## src/logic/touch_event_qualifier_defines.vh

```
// Purpose: Constants for the touch event qualifier
// Assumes: Included by touch_event_qualifier.v only
// Notes:   Offsets are byte addresses of the serial register space
`ifndef TOUCH_EVENT_QUALIFIER_DEFINES_VH
`define TOUCH_EVENT_QUALIFIER_DEFINES_VH

// ****************************************
// Register offsets
// ****************************************
`define OFS_STATUS        8'h00
`define OFS_TOUCH_STATUS  8'h03
`define OFS_IRQ_EN        8'h27
`define OFS_REPEAT_EN     8'h28
`define OFS_GUARD_EN      8'h29
`define OFS_SIMUL_CFG     8'h2a
`define OFS_PATTERN_CFG   8'h2b
`define OFS_PATTERN_MASK  8'h2d
`define OFS_MISC_CFG      8'h3c

// ****************************************
// Reset values
// ****************************************
`define RST_IRQ_EN        8'h3f
`define RST_REPEAT_EN     8'h3f
`define RST_GUARD_EN      8'h00
`define RST_SIMUL_CFG     8'h80
`define RST_PATTERN_CFG   8'h00
`define RST_PATTERN_MASK  8'h3f
`define RST_MISC_CFG      8'h01

// ****************************************
// Field positions and masks
// ****************************************
`define CH_MASK           8'h3f
`define GUARD_MASK        8'h3b
`define CH3_BIT           6'h04
`define SIMUL_CFG_MASK    8'h8c
`define PATTERN_CFG_MASK  8'h8f
`define SIMUL_BLK_BIT     7
`define SIMUL_LIMIT_HI    3
`define SIMUL_LIMIT_LO    2
`define PAT_EN_BIT        7
`define PAT_TH_HI         3
`define PAT_TH_LO         2
`define PAT_MATCH_BIT     1
`define PAT_IRQ_BIT       0
`define STAT_INT_BIT      0
`define STAT_SIMUL_BIT    1
`define STAT_PATTERN_BIT  2
`define MISC_REL_BIT      0

// ****************************************
// Threshold scale codes
// ****************************************
`define TH_12P5           2'h0
`define TH_25             2'h1
`define TH_37P5           2'h2
`define TH_100            2'h3

`endif

```

## src/logic/touch_event_qualifier.v

```verilog
// Purpose: Qualify six channel touch results into host events and alert
// Assumes: Sensing results, thresholds and ticks come from logic on clk
// Notes:   Serial host link is outside; registers reached on a plain port
`timescale 1ns/1ps
`include "touch_event_qualifier_defines.vh"

module touch_event_qualifier (
  input  wire        clk,
  input  wire        rst,
  input  wire        ce,
  input  wire        reg_wr,
  input  wire        reg_rd,
  input  wire [7:0]  reg_addr,
  input  wire [7:0]  reg_wdata,
  output reg  [7:0]  reg_rdata,
  input  wire        cycle_done,
  input  wire [5:0]  touch_detect,
  input  wire [5:0]  noise_flag,
  input  wire [47:0] delta_count,
  input  wire [47:0] touch_threshold,
  input  wire        repeat_tick,
  output reg         alert_n,
  output reg         channel_three_off
);

  // ****************************************
  // Functions
  // ****************************************
  function [2:0] popcount;
    input [5:0] v;
    integer i;
    begin
      popcount = 3'h0;
      for (i = 0; i < 6; i = i + 1) begin
        popcount = popcount + {2'h0, v[i]};
      end
    end
  endfunction

  function [7:0] scale_th;
    input [7:0] th;
    input [1:0] code;
    begin
      case (code)
        `TH_12P5: scale_th = {3'h0, th[7:3]};
        `TH_25:   scale_th = {2'h0, th[7:2]};
        `TH_37P5: scale_th = {2'h0, th[7:2]} + {3'h0, th[7:3]};
        default:  scale_th = th;
      endcase
    end
  endfunction

  function wr_hit;
    input       wr;
    input [7:0] addr;
    input [7:0] ofs;
    begin
      wr_hit = wr && (addr == ofs);
    end
  endfunction

  // Adds candidates from channel 1 upward until limit is reached
  function [5:0] fill_slots;
    input [5:0] base;
    input [5:0] cand;
    input [2:0] limit;
    integer i;
    reg [2:0] n;
    begin
      n = popcount(base);
      fill_slots = base;
      for (i = 0; i < 6; i = i + 1) begin
        if (cand[i] && !base[i] && (n < limit)) begin
          fill_slots[i] = 1'b1;
          n = n + 3'h1;
        end
      end
    end
  endfunction

  // ****************************************
  // Registers
  // ****************************************
  reg  [7:0] irq_en_q;
  reg  [7:0] repeat_en_q;
  reg  [7:0] guard_en_q;
  reg  [7:0] simul_cfg_q;
  reg  [7:0] pattern_cfg_q;
  reg  [7:0] pattern_mask_q;
  reg  [7:0] misc_cfg_q;
  reg        int_flag_q;
  reg        simul_flag_q;
  reg        pattern_flag_q;
  reg        pattern_active_q;
  reg  [5:0] reported_q;

  wire       guard_on            = |guard_en_q[5:0];
  wire       simul_block_enable  = simul_cfg_q[`SIMUL_BLK_BIT];
  wire [2:0] simul_touch_limit   = {1'b0, simul_cfg_q[`SIMUL_LIMIT_HI:`SIMUL_LIMIT_LO]} + 3'h1;
  wire       pattern_detect_enable = pattern_cfg_q[`PAT_EN_BIT];
  wire [1:0] pattern_threshold_code = pattern_cfg_q[`PAT_TH_HI:`PAT_TH_LO];
  wire       pattern_match_mode  = pattern_cfg_q[`PAT_MATCH_BIT];
  wire       pattern_irq_enable  = pattern_cfg_q[`PAT_IRQ_BIT];
  wire       release_irq_enable  = misc_cfg_q[`MISC_REL_BIT];
  wire [5:0] ch_off              = guard_on ? `CH3_BIT : 6'h00;

  // ****************************************
  // Pattern condition
  // ****************************************
  reg  [5:0] pat_hit;
  reg        pat_cond;
  integer    k;

  always @* begin
    pat_hit = 6'h00;
    for (k = 0; k < 6; k = k + 1) begin
      pat_hit[k] = (delta_count[k*8 +: 8] >
                    scale_th(touch_threshold[k*8 +: 8], pattern_threshold_code))
                   | noise_flag[k];
    end
    pat_hit = pat_hit & ~ch_off;
    // An empty mask never forms a pattern, so count mode cannot fire idly
    if (!pattern_detect_enable || pattern_mask_q[5:0] == 6'h00) begin
      pat_cond = 1'b0;
    end else if (pattern_match_mode) begin
      pat_cond = ((pat_hit & pattern_mask_q[5:0]) == pattern_mask_q[5:0]);
    end else begin
      pat_cond = (popcount(pat_hit) >= popcount(pattern_mask_q[5:0]));
    end
  end

  // ****************************************
  // Touch qualification
  // ****************************************
  reg  [5:0] det;
  reg  [5:0] kept;
  reg  [5:0] report_d;

  always @* begin
    det  = touch_detect & ~ch_off;
    kept = reported_q & det;
    if (pat_cond) begin
      report_d = 6'h00;
    end else if (!simul_block_enable) begin
      report_d = det;
    end else if (kept != reported_q) begin
      report_d = fill_slots(6'h00, det, simul_touch_limit);
    end else begin
      report_d = fill_slots(kept, det, simul_touch_limit);
    end
  end

  wire [5:0] press_ev   = report_d & ~reported_q;
  wire [5:0] release_ev = reported_q & ~report_d;
  wire [5:0] ch_event   = cycle_done ?
                          (press_ev | (release_ev & {6{release_irq_enable}}))
                          : 6'h00;
  wire [5:0] rpt_event  = repeat_tick ? (reported_q & repeat_en_q[5:0]) : 6'h00;
  wire       touch_irq  = |((ch_event | rpt_event) & irq_en_q[5:0]);
  wire       pat_event  = cycle_done && pat_cond;
  wire       simul_set  = cycle_done && simul_block_enable && !pat_cond &&
                          (det & ~report_d) != 6'h00;
  wire       int_set    = touch_irq || (pat_event && pattern_irq_enable);
  wire       wr_status  = wr_hit(reg_wr, reg_addr, `OFS_STATUS);
  wire       int_clr    = wr_status && !reg_wdata[`STAT_INT_BIT];

  // ****************************************
  // Next values
  // ****************************************
  reg        int_flag_d;
  reg        simul_flag_d;
  reg        pattern_flag_d;
  reg  [7:0] rdata_d;

  // Set wins over a clear in the same cycle so no event is lost
  always @* begin
    int_flag_d = int_flag_q;
    if (int_set) begin
      int_flag_d = 1'b1;
    end else if (int_clr) begin
      int_flag_d = 1'b0;
    end
  end

  always @* begin
    simul_flag_d = simul_flag_q;
    if (simul_set) begin
      simul_flag_d = 1'b1;
    end else if (int_clr) begin
      simul_flag_d = 1'b0;
    end
  end

  // A clear that meets a still-held pattern is ignored; the host retries
  always @* begin
    pattern_flag_d = pattern_flag_q;
    if (pat_event) begin
      pattern_flag_d = 1'b1;
    end else if (int_clr && !pattern_active_q) begin
      pattern_flag_d = 1'b0;
    end
  end

  always @* begin
    case (reg_addr)
      `OFS_STATUS:       rdata_d = {5'h00, pattern_flag_q, simul_flag_q, int_flag_q};
      `OFS_TOUCH_STATUS: rdata_d = {2'h0, reported_q};
      `OFS_IRQ_EN:       rdata_d = irq_en_q;
      `OFS_REPEAT_EN:    rdata_d = repeat_en_q;
      `OFS_GUARD_EN:     rdata_d = guard_en_q;
      `OFS_SIMUL_CFG:    rdata_d = simul_cfg_q;
      `OFS_PATTERN_CFG:  rdata_d = pattern_cfg_q;
      `OFS_PATTERN_MASK: rdata_d = pattern_mask_q;
      `OFS_MISC_CFG:     rdata_d = misc_cfg_q;
      default:           rdata_d = 8'h00;
    endcase
  end

  // ****************************************
  // Configuration registers
  // ****************************************
  always @(posedge clk or posedge rst) begin
    if (rst) begin
      irq_en_q <= `RST_IRQ_EN;
    end else if (ce && wr_hit(reg_wr, reg_addr, `OFS_IRQ_EN)) begin
      irq_en_q <= reg_wdata & `CH_MASK;
    end
  end

  always @(posedge clk or posedge rst) begin
    if (rst) begin
      repeat_en_q <= `RST_REPEAT_EN;
    end else if (ce && wr_hit(reg_wr, reg_addr, `OFS_REPEAT_EN)) begin
      repeat_en_q <= reg_wdata & `CH_MASK;
    end
  end

  always @(posedge clk or posedge rst) begin
    if (rst) begin
      guard_en_q <= `RST_GUARD_EN;
    end else if (ce && wr_hit(reg_wr, reg_addr, `OFS_GUARD_EN)) begin
      guard_en_q <= reg_wdata & `GUARD_MASK;
    end
  end

  always @(posedge clk or posedge rst) begin
    if (rst) begin
      simul_cfg_q <= `RST_SIMUL_CFG;
    end else if (ce && wr_hit(reg_wr, reg_addr, `OFS_SIMUL_CFG)) begin
      simul_cfg_q <= reg_wdata & `SIMUL_CFG_MASK;
    end
  end

  always @(posedge clk or posedge rst) begin
    if (rst) begin
      pattern_cfg_q <= `RST_PATTERN_CFG;
    end else if (ce && wr_hit(reg_wr, reg_addr, `OFS_PATTERN_CFG)) begin
      pattern_cfg_q <= reg_wdata & `PATTERN_CFG_MASK;
    end
  end

  always @(posedge clk or posedge rst) begin
    if (rst) begin
      pattern_mask_q <= `RST_PATTERN_MASK;
    end else if (ce && wr_hit(reg_wr, reg_addr, `OFS_PATTERN_MASK)) begin
      pattern_mask_q <= reg_wdata & `CH_MASK;
    end
  end

  always @(posedge clk or posedge rst) begin
    if (rst) begin
      misc_cfg_q <= `RST_MISC_CFG;
    end else if (ce && wr_hit(reg_wr, reg_addr, `OFS_MISC_CFG)) begin
      misc_cfg_q <= {7'h00, reg_wdata[`MISC_REL_BIT]};
    end
  end

  // ****************************************
  // Sensing state
  // ****************************************
  always @(posedge clk or posedge rst) begin
    if (rst) begin
      reported_q       <= 6'h00;
      pattern_active_q <= 1'b0;
    end else if (ce && cycle_done) begin
      reported_q       <= report_d;
      pattern_active_q <= pat_cond;
    end
  end

  // ****************************************
  // Status flags
  // ****************************************
  always @(posedge clk or posedge rst) begin
    if (rst) begin
      int_flag_q <= 1'b0;
    end else if (ce) begin
      int_flag_q <= int_flag_d;
    end
  end

  always @(posedge clk or posedge rst) begin
    if (rst) begin
      simul_flag_q <= 1'b0;
    end else if (ce) begin
      simul_flag_q <= simul_flag_d;
    end
  end

  always @(posedge clk or posedge rst) begin
    if (rst) begin
      pattern_flag_q <= 1'b0;
    end else if (ce) begin
      pattern_flag_q <= pattern_flag_d;
    end
  end

  // ****************************************
  // Outputs
  // ****************************************
  // Alert follows the next flag value, so it falls at the event edge
  always @(posedge clk or posedge rst) begin
    if (rst) begin
      alert_n <= 1'b1;
    end else if (ce) begin
      alert_n <= !int_flag_d;
    end
  end

  always @(posedge clk or posedge rst) begin
    if (rst) begin
      channel_three_off <= 1'b0;
    end else if (ce) begin
      channel_three_off <= guard_on;
    end
  end

  // Read data holds between reads
  always @(posedge clk or posedge rst) begin
    if (rst) begin
      reg_rdata <= 8'h00;
    end else if (ce && reg_rd) begin
      reg_rdata <= rdata_d;
    end
  end

endmodule

```

## config.mk

```make
export PLATFORM = sky130hd
export DESIGN_NAME = touch_event_qualifier
export DESIGN_NICKNAME = d
export VERILOG_FILES = /design/src/logic/touch_event_qualifier.v
export VERILOG_INCLUDE_DIRS = /design/src /design/src/logic
export SDC_FILE = /design/constraint.sdc
export NUM_CORES = 1
export LEC_CHECK = 0
export CAP_MARGIN = 20
export CORE_MARGIN = 2
export CORE_UTILIZATION = 51
export DETAILED_ROUTE_END_ITERATION = 16
export DONT_BUFFER_PORTS = 1
export PLACE_DENSITY_LB_ADDON = 0.08
export SKIP_CTS_REPAIR_TIMING = 1
export SLEW_MARGIN = 20
export SYNTH_ARGS = -nofsm -noshare
export SYNTH_HDL_FRONTEND = slang
export SYNTH_SLANG_ARGS = --single-unit
```

## constraint.sdc

```tcl
create_clock -name clk -period 22.1 [get_ports clk]
set_input_delay 5.525 -clock clk [delete_from_list [all_inputs] [get_ports clk]]
set_output_delay 5.525 -clock clk [all_outputs]
set_load 0.01 [all_outputs]
```

==> results of run 1 <==
-- placed cells by master (no fill, tap or decap), types with 15 or more instances in the layout --
| cell | synthesis | routed |
|---|---|---|
| a21oi_1 | 45 | 45 |
| nand2_1 | 88 | 88 |
| o21ai_0 | 38 | 38 |
| dfstp_2 | 21 | 21 |
| inv_1 | 87 | 86 |
| a21o_1 | 26 | 26 |
| fa_1 | 15 | 15 |
| mux4_2 | 30 | 30 |
| nor2_1 | 36 | 36 |
| mux2_2 | 47 | 47 |
| nand4_1 | 15 | 15 |
| dfrtp_1 | 30 | 28 |
| nand3_1 | 28 | 28 |
| ha_1 | 121 | 121 |
-- how the worst max path moves through the flow --
stage,to,startpoint,slack (ns)
global placement,int_flag_q,touch_detect[0],6.83
floorplan,int_flag_q,touch_detect[0],7.72
detailed placement,int_flag_q,touch_detect[0],6.64
CTS,int_flag_q,touch_detect[0],6.88
finish,int_flag_q,touch_detect[0],6.80
global route,int_flag_q,touch_detect[0],6.02
-- metal layers --
layer	up-vias	track usage [%]	wire length [um]
met5	-	0	0
met4	0	5.24	422
met3	37	4.86	1540
met2	278	42.1	9630
met1	3356	33.4	8980
li1	3299	-	-
-- layout make-up --
cell class | count | area, um^2
fill | 1396 | 6960
multi-input combinational | 718 | 6170
sequential | 51 | 1310
inverter | 87 | 328
tap | 188 | 235
clock buffer | 7 | 133
timing repair buffer | 5 | 37.5
clock inverter | 1 | 30.0
-- cell families after synthesis --
logic type	after synthesis
AOI/OAI and AO/OA	218
and+or+nand+nor	251
xor gates and xnor gates	27
DFF	51
adders and majority gates	136
other	1
muxes	85
buffers and inverters	118
-- flip-flops by register name (all words and copies together) (netlist names), 3 cells and up --
name            count
reported_q          6
pattern_cfg_q       5
repeat_en_q         6
guard_en_q          5
pattern_mask_q      6
irq_en_q            6
reg_rdata           7
simul_cfg_q         3
-- metrics by stage --
stage,cell area (um^2),std cells
after floorplan,7950,887
after global placement,8080,1049
after detailed placement,8080,1049
after CTS,8240,1057
after global routing,8240,1057
final,8240,1057
-- power by group through the flow --
| stage | sequential (mW) | combinational (mW) | clock, mW |
|---|---|---|---|
| 2_1_floorplan | 0.103 | 0.258 | 0 |
| 3_3_place_gp | 0.111 | 0.288 | 0 |
| 3_5_place_dp | 0.111 | 0.307 | 0 |
| 4_1_cts | 0.110 | 0.309 | 0.0867 |
| 5_1_grt | 0.110 | 0.347 | 0.0902 |
| 6_report | 0.110 | 0.309 | 0.0849 |
-- worst min-delay path, delay by kind of cell (launching register included) --
family           cells  cell delay (ns)
DFF                  1             0.33
and+or+nand+nor      2             0.11
==> out/metrics.cfg, run 1 <==
[timing]
slew_violations = 0
finalSetupTns_ns = 0
worst_slack_ns = 6.80
rsz0062_at_grt = false
finalSetupViolCount = 0
fin_worst_skew_ns = 0.00338
slew_headroom_pct = 33.7
hold_viol_final = 0
tightest_slew_ns = 0.990
post-route-min-period_ns = 15.30
holdWs_ns = 0.472
fin_crit_sh_pct = 69.2
fmax_mhz = 65.4

[pwr]
swShare_pct = 41.3
internal-power_mw = 0.296
switching_power_mw = 0.208
max-vdd-ir-drop_mv = 0.0417
finalPower_mw = 0.504
combPwrFrac_pct = 61.3
power.clock.fraction_pct = 16.8
p_seq_share_pct = 21.8
powerDensity_nw_per_um2 = 61.2
p_leak_nw = 3.65

[detailed_routing]
avgRoutedWirePerCell_um = 19.5
drc = 0
ant_nets = 0
drt-vias-per-instance = 6.59
dr.pass1.iters = 7
wl_um = 20600
drt_iter0_markers = 521
vias = 6970

[critical_path]
r2r_end = int_flag_q
path_max_fanout = 5
cpLargestDelayFamily = adder cells
required_ns = 22.27
start_kind = primary input
cp_num_buf_inv = 3
cpPeakStageDelay_ns = 0.54
worstSetupPathDepth = 45
path_class = in -> reg
cp_slowest_cell = fa_1
cp-end-kind = flop
reg2reg_from = reported_q[0]
worstRegToRegCells = 45
cp.arrival_ns = 15.47
reg2reg_slack_ns = 11.41

[global_routing]
antenna_found_initial = 0
grt_pass1_vias = 6840
grt_pass1_wl_um = 33600
grt_max_degree = 53
grt.total_usage_pct = 24.9
grt_overflow_total = 0

[synthesis]
synth_edf_count = 0
synth_most_common_cell = ha_1
synth_top_area_share_pct = 19.0
synth_nets = 1154
synth_top_area_cell = ha_1
synthTopCellsByArea = ha_1 (19%), dfrtp_1 (9.4%), mux4_2 (8.5%), dfstp_2 (6.9%), mux2_2 (6.7%)
synth_top_family_by_area = adder cells
synth_compound_area_share_pct = 19.3
synth_mux_area_share_pct = 16.2
synth_fa_ha_area_share_pct = 22.8
synth_warnings = 0
ys_types = 82
synth-seq-cells = 51
synth-simple-area-share_pct = 16.2
async_reset_ff_share_pct = 100
synth.top_cells.by_count = ha_1 (121), nand2_1 (88), inv_1 (87)
synth_xor_area_share_pct = 3.21
synthCells = 887
postSynthAreaPerCell_um2 = 8.96
netlist_area_um2 = 7950
synth_ff_type = dfrtp_1
synth_seq_area_share_pct = 16.4

[min_path]
worstHoldEndpoint = pattern_active_q
hp-start = pattern_active_q
hold_depth = 2
hold_path_class = reg -> reg

[cells_and_area]
drive_gt1_share_pct = 15.1
post-route-util_pct = 54.2
nNetsFinal = 1135
area_growth_pct = 3.72
antenna_cells = 0

[clocking]
clock_path_buffers = 2
cts_root_buffer = clkbuf_16
cts_tree = built
numCtsBuffers = 5
clk_pin_slew_worst_paths_ns = 0.06
clock-sinks = 51
clkLatencyLatePin_ns = 0.28
cts_max_level = 2

[floorplan]
die_w_um = 129
start_util_pct = 52.3
core-area_um2 = 15200
die_area_um2 = 16600
fp-row-count = 45
fp.dieH_um = 129
io_pins = 141

[placed_design]
io_buffers = 0
dp_slack_ns = 6.64
dp_hpwl_um = 16700
routabilityCongestion = 0.872

[status]
status = completed

[job]
maxCapViolCount = 0

Note: power is estimated with default switching activity, not from simulation.
==> inputs of run 2 (changes only) <==
==> constraint.sdc (replaced) <==
create_clock -name clk -period 15.8 [get_ports clk]
set_input_delay 3.95 -clock clk [delete_from_list [all_inputs] [get_ports clk]]
set_output_delay 3.95 -clock clk [all_outputs]
set_load 0.01 [all_outputs]
==> out/metrics.cfg, run 2 (same netlist as run 1, synthesis figures left out) <==
[timing]
post-route-min-period_ns = 13.85
finalSetupTns_ns = 0
hold_viol_final = 0
slew_violations = 0
fmax_mhz = 72.2
slew_headroom_pct = 27.1
rsz0062_at_grt = false
fin_crit_sh_pct = 87.7
tightest_slew_ns = 1.09
finalSetupViolCount = 0
fin_worst_skew_ns = 0.00643

[placed_design]
routabilityCongestion = 0.901
io_buffers = 0
dp_hpwl_um = 17000

[cells_and_area]
drive_gt1_share_pct = 15.1
nNetsFinal = 1136
final_common_cell = ha_1
largest_reg_flops = 7
final_cell_mix = ha_1 (121), nand2_1 (88), inv_1 (86), mux2_2 (47), a21oi_1 (45)
antenna_cells = 0
nFillCells = 1387
top_register = reg_rdata
area_growth_pct = 3.46

[detailed_routing]
dr.pass1.iters = 6
drt-vias-per-instance = 6.61
vias = 6990
drt_iter0_markers = 407
drc = 0
wl_um = 20800
ant_nets = 0
avgRoutedWirePerCell_um = 19.6

[min_path]
hold_path_class = reg -> reg

[clocking]
cts_root_buffer = clkbuf_16
clk_pin_slew_worst_paths_ns = 0.06
cts_tree = built
numCtsBuffers = 5
cts_max_level = 2
clock_path_buffers = 2
clock-sinks = 51
clkLatencyLatePin_ns = 0.29

[critical_path]
path_class = in -> reg
cp-end-kind = flop
cp.arrival_ns = 14.02
cpPeakStageDelay_ns = 0.55
crit_top_cell = nand2_1
required_ns = 15.97
path_max_fanout = 5
cp_slowest_cell = o31ai_1
start_kind = primary input
reg2reg_slack_ns = 4.98

[pwr]
finalPower_mw = 0.697
max-vdd-ir-drop_mv = 0.0587
powerDensity_nw_per_um2 = 84.8
p_leak_nw = 3.64

[floorplan]
start_util_pct = 52.3
fp.dieH_um = 129
die_area_um2 = 16600
die_w_um = 129
core-area_um2 = 15200
io_pins = 141
fp-row-count = 45

[global_routing]
antenna_found_initial = 0
grt_pass1_vias = 7171
grt_pass1_wl_um = 34500
grt_overflow_total = 0
grt_max_degree = 53
grt.total_usage_pct = 25.5

[job]
maxCapViolCount = 0

[status]
status = completed

==> run 2: cell types whose count changed in the layout (fill, tap and decap cells not counted), sizes merged <==
cell and delta:
clkinv -1, clkbuf +1, bufinv -1, inv +1
buf +1
==> run 2: critical path: cells and delay by family <==
kind,cells,cell delay [ns]
AOI/OAI and AO/OA,10,2.35
buffers and inverters,3,0.17
xor gates and xnor gates,5,1.23
adders and majority gates,10,3.56
muxes,1,0.15
and+or+nand+nor,16,2.60
==> run 2: worst paths after layout <==
check,to,cells past startpoint,startpoint
setup reg to reg,int_flag_q,45,reported_q[0]
min in group asynchronous,reg_rdata[4],2,rst
hold / removal,pattern_active_q,2,pattern_active_q
hold reg to reg,pattern_active_q,2,pattern_active_q
setup / recovery,int_flag_q,45,touch_detect[0]
max in group asynchronous,pattern_cfg_q[2],2,rst
==> run 2: power breakdown <==
| part | leakage (nW) | switching, mW | internal, mW |
|---|---|---|---|
| registers | 0.616 | 0.0155 | 0.139 |
| logic | 2.96 | 0.237 | 0.204 |
| clock network | 0.0652 | 0.0436 | 0.0589 |
==> run 2: metrics by stage <==
| step | instance area [um^2] | cells | worst slack, ns | hold slack, ns | util [%] |
|---|---|---|---|---|---|
| 2_1_floorplan | 7950 | 887 | 2.99 | 0.441 | - |
| 3_3_place_gp | 8090 | 1050 | 2.15 | 0.462 | 53.2 |
| 3_5_place_dp | 8090 | 1050 | 1.86 | 0.460 | 53.2 |
| 4_1_cts | 8220 | 1058 | 2.09 | 0.475 | 54.1 |
| 5_1_grt | 8220 | 1058 | 1.23 | 0.501 | 54.1 |
| 6_report | 8220 | 1058 | 1.95 | 0.473 | 54.1 |
==> run 2: final cells by class <==
type                    count  area, um^2  area share, %
flip-flops and latches     51        1310           15.9
clock buffers               8         136           1.66
multi-input cells         718        6170           75.1
inverters                  87         327           3.97
repair buffers              6        45.0          0.548
well taps                 188         235           2.86
==> run 2: layer usage <==
metal  track usage (%)  vias to the layer above  wire [um]
li1                  -                     3293          -
met1              33.2                     3386       9070
met2              43.7                      274       9800
met3              4.62                       37       1500
met4              6.78                        0        405
met5                 0                        -          0
==> inputs of run 3 (changes only) <==
--- a/config.mk
+++ b/config.mk
@@ -11,7 +11,7 @@
 export CORE_UTILIZATION = 51
 export DETAILED_ROUTE_END_ITERATION = 16
 export DONT_BUFFER_PORTS = 1
-export PLACE_DENSITY_LB_ADDON = 0.08
+export PLACE_DENSITY = 0.66
 export SKIP_CTS_REPAIR_TIMING = 1
 export SLEW_MARGIN = 20
 export SYNTH_ARGS = -nofsm -noshare
==> out/metrics.cfg, run 3 (same netlist as run 1, synthesis figures left out) <==
[status]
status = completed

[clocking]
clk_pin_slew_worst_paths_ns = 0.06
clock-sinks = 51
cts_tree = built
cts_max_level = 2
cts_root_buffer = clkbuf_16
clock_path_buffers = 2
clkLatencyLatePin_ns = 0.29
numCtsBuffers = 5

[critical_path]
reg2reg_from = reported_q[1]
crit_start = touch_detect[0]
path_class = in -> reg
required_ns = 15.97
start_kind = primary input
cp.arrival_ns = 13.78
path_max_fanout = 5
cpPeakStageDelay_ns = 0.54
r2r_end = int_flag_q
cp_slowest_cell = fa_1
reg2reg_slack_ns = 5.23
worstRegToRegCells = 43
endpoint = int_flag_q
cp-end-kind = flop

[detailed_routing]
drt-vias-per-instance = 6.37
drc = 0
vias = 6735
drt_iter0_markers = 477
ant_nets = 0
dr.pass1.iters = 6
avgRoutedWirePerCell_um = 19.1
wl_um = 20200

[timing]
slew_violations = 0
hold_viol_final = 0
finalSetupTns_ns = 0
fin_worst_skew_ns = 0.00839
holdWs_ns = 0.480
fin_crit_sh_pct = 86.1
tightest_slew_ns = 1.13
rsz0062_at_grt = false
worst_slack_ns = 2.19
slew_headroom_pct = 24.2
post-route-min-period_ns = 13.61
fmax_mhz = 73.5
finalSetupViolCount = 0

[cells_and_area]
final_cell_mix = ha_1 (121), nand2_1 (88), inv_1 (86), mux2_2 (47), a21oi_1 (45)
fin_area_um2 = 8220
nNetsFinal = 1135
post-route-util_pct = 54.1
antenna_cells = 0
drive_gt1_share_pct = 15.3
largest_reg_flops = 7
top_register = reg_rdata
final_cells = 1057
area_growth_pct = 3.43
final_common_cell = ha_1

[global_routing]
grt_overflow_total = 0
grt_max_degree = 53
antenna_found_initial = 0
grt_pass1_vias = 6614
grt.total_usage_pct = 24.2
grt_pass1_wl_um = 32800

[floorplan]
die_area_um2 = 16600
core-area_um2 = 15200
fp-row-count = 45
start_util_pct = 52.3
fp.dieH_um = 129
io_pins = 141
die_w_um = 129

[min_path]
hold_path_class = reg -> reg
hp-start = pattern_active_q

[placed_design]
dp_cells = 1049
routabilityCongestion = 0.876
placed_cell_area_um2 = 8080
dp_slack_ns = 1.97
io_buffers = 0
dp_hpwl_um = 16300

[pwr]
finalPower_mw = 0.679
max-vdd-ir-drop_mv = 0.0596
powerDensity_nw_per_um2 = 82.6
p_leak_nw = 3.65

[job]
maxCapViolCount = 0

==> run 3: cell types whose count changed in the layout (fill, tap and decap cells not counted) <==
cell | previous run | this run
inv_2 | 1 | 0
clkinv_2 | 0 | 4
clkbuf_1 | 3 | 0
buf_4 | 6 | 5
==> run 3: cell type report <==
type	instances	area (um^2)
clock inverters	3	15.0
clock buffers	5	125
multi-input cells	718	6170
well taps	188	235
repair buffers	5	37.5
fillers	1429	6980
flip-flops and latches	51	1310
inverters	87	328
==> run 3: worst min-delay path by stage <==
stage,slack [ns],end,cells past startpoint
after floorplan,0.44,pattern_active_q,2
after global placement,0.46,pattern_active_q,2
after detailed placement,0.46,pattern_active_q,2
after CTS,0.48,pattern_active_q,2
after global routing,0.53,pattern_active_q,2
final,0.48,pattern_active_q,2
==> run 3: metal layers <==
metal	part of all wire (%)	track usage, %
met1	45	33.1
met2	45	40.1
met3	8.4	5.41
met4	1.5	4.09
met5	0	0
==> run 3: worst max-delay path: cells and delay by family <==
kind	cells	cell delay [ns]
mux	2	0.54
compound gates	8	1.96
buf+inv	3	0.17
simple gates	16	2.65
xor+xnor	4	1.03
fa+ha+maj	10	3.47
==> run 3: where the power goes <==
part	internal (mW)	total, mW	switching (mW)
registers	0.139	0.153	0.0144
clock network	0.0578	0.104	0.0459
logic	0.199	0.423	0.224
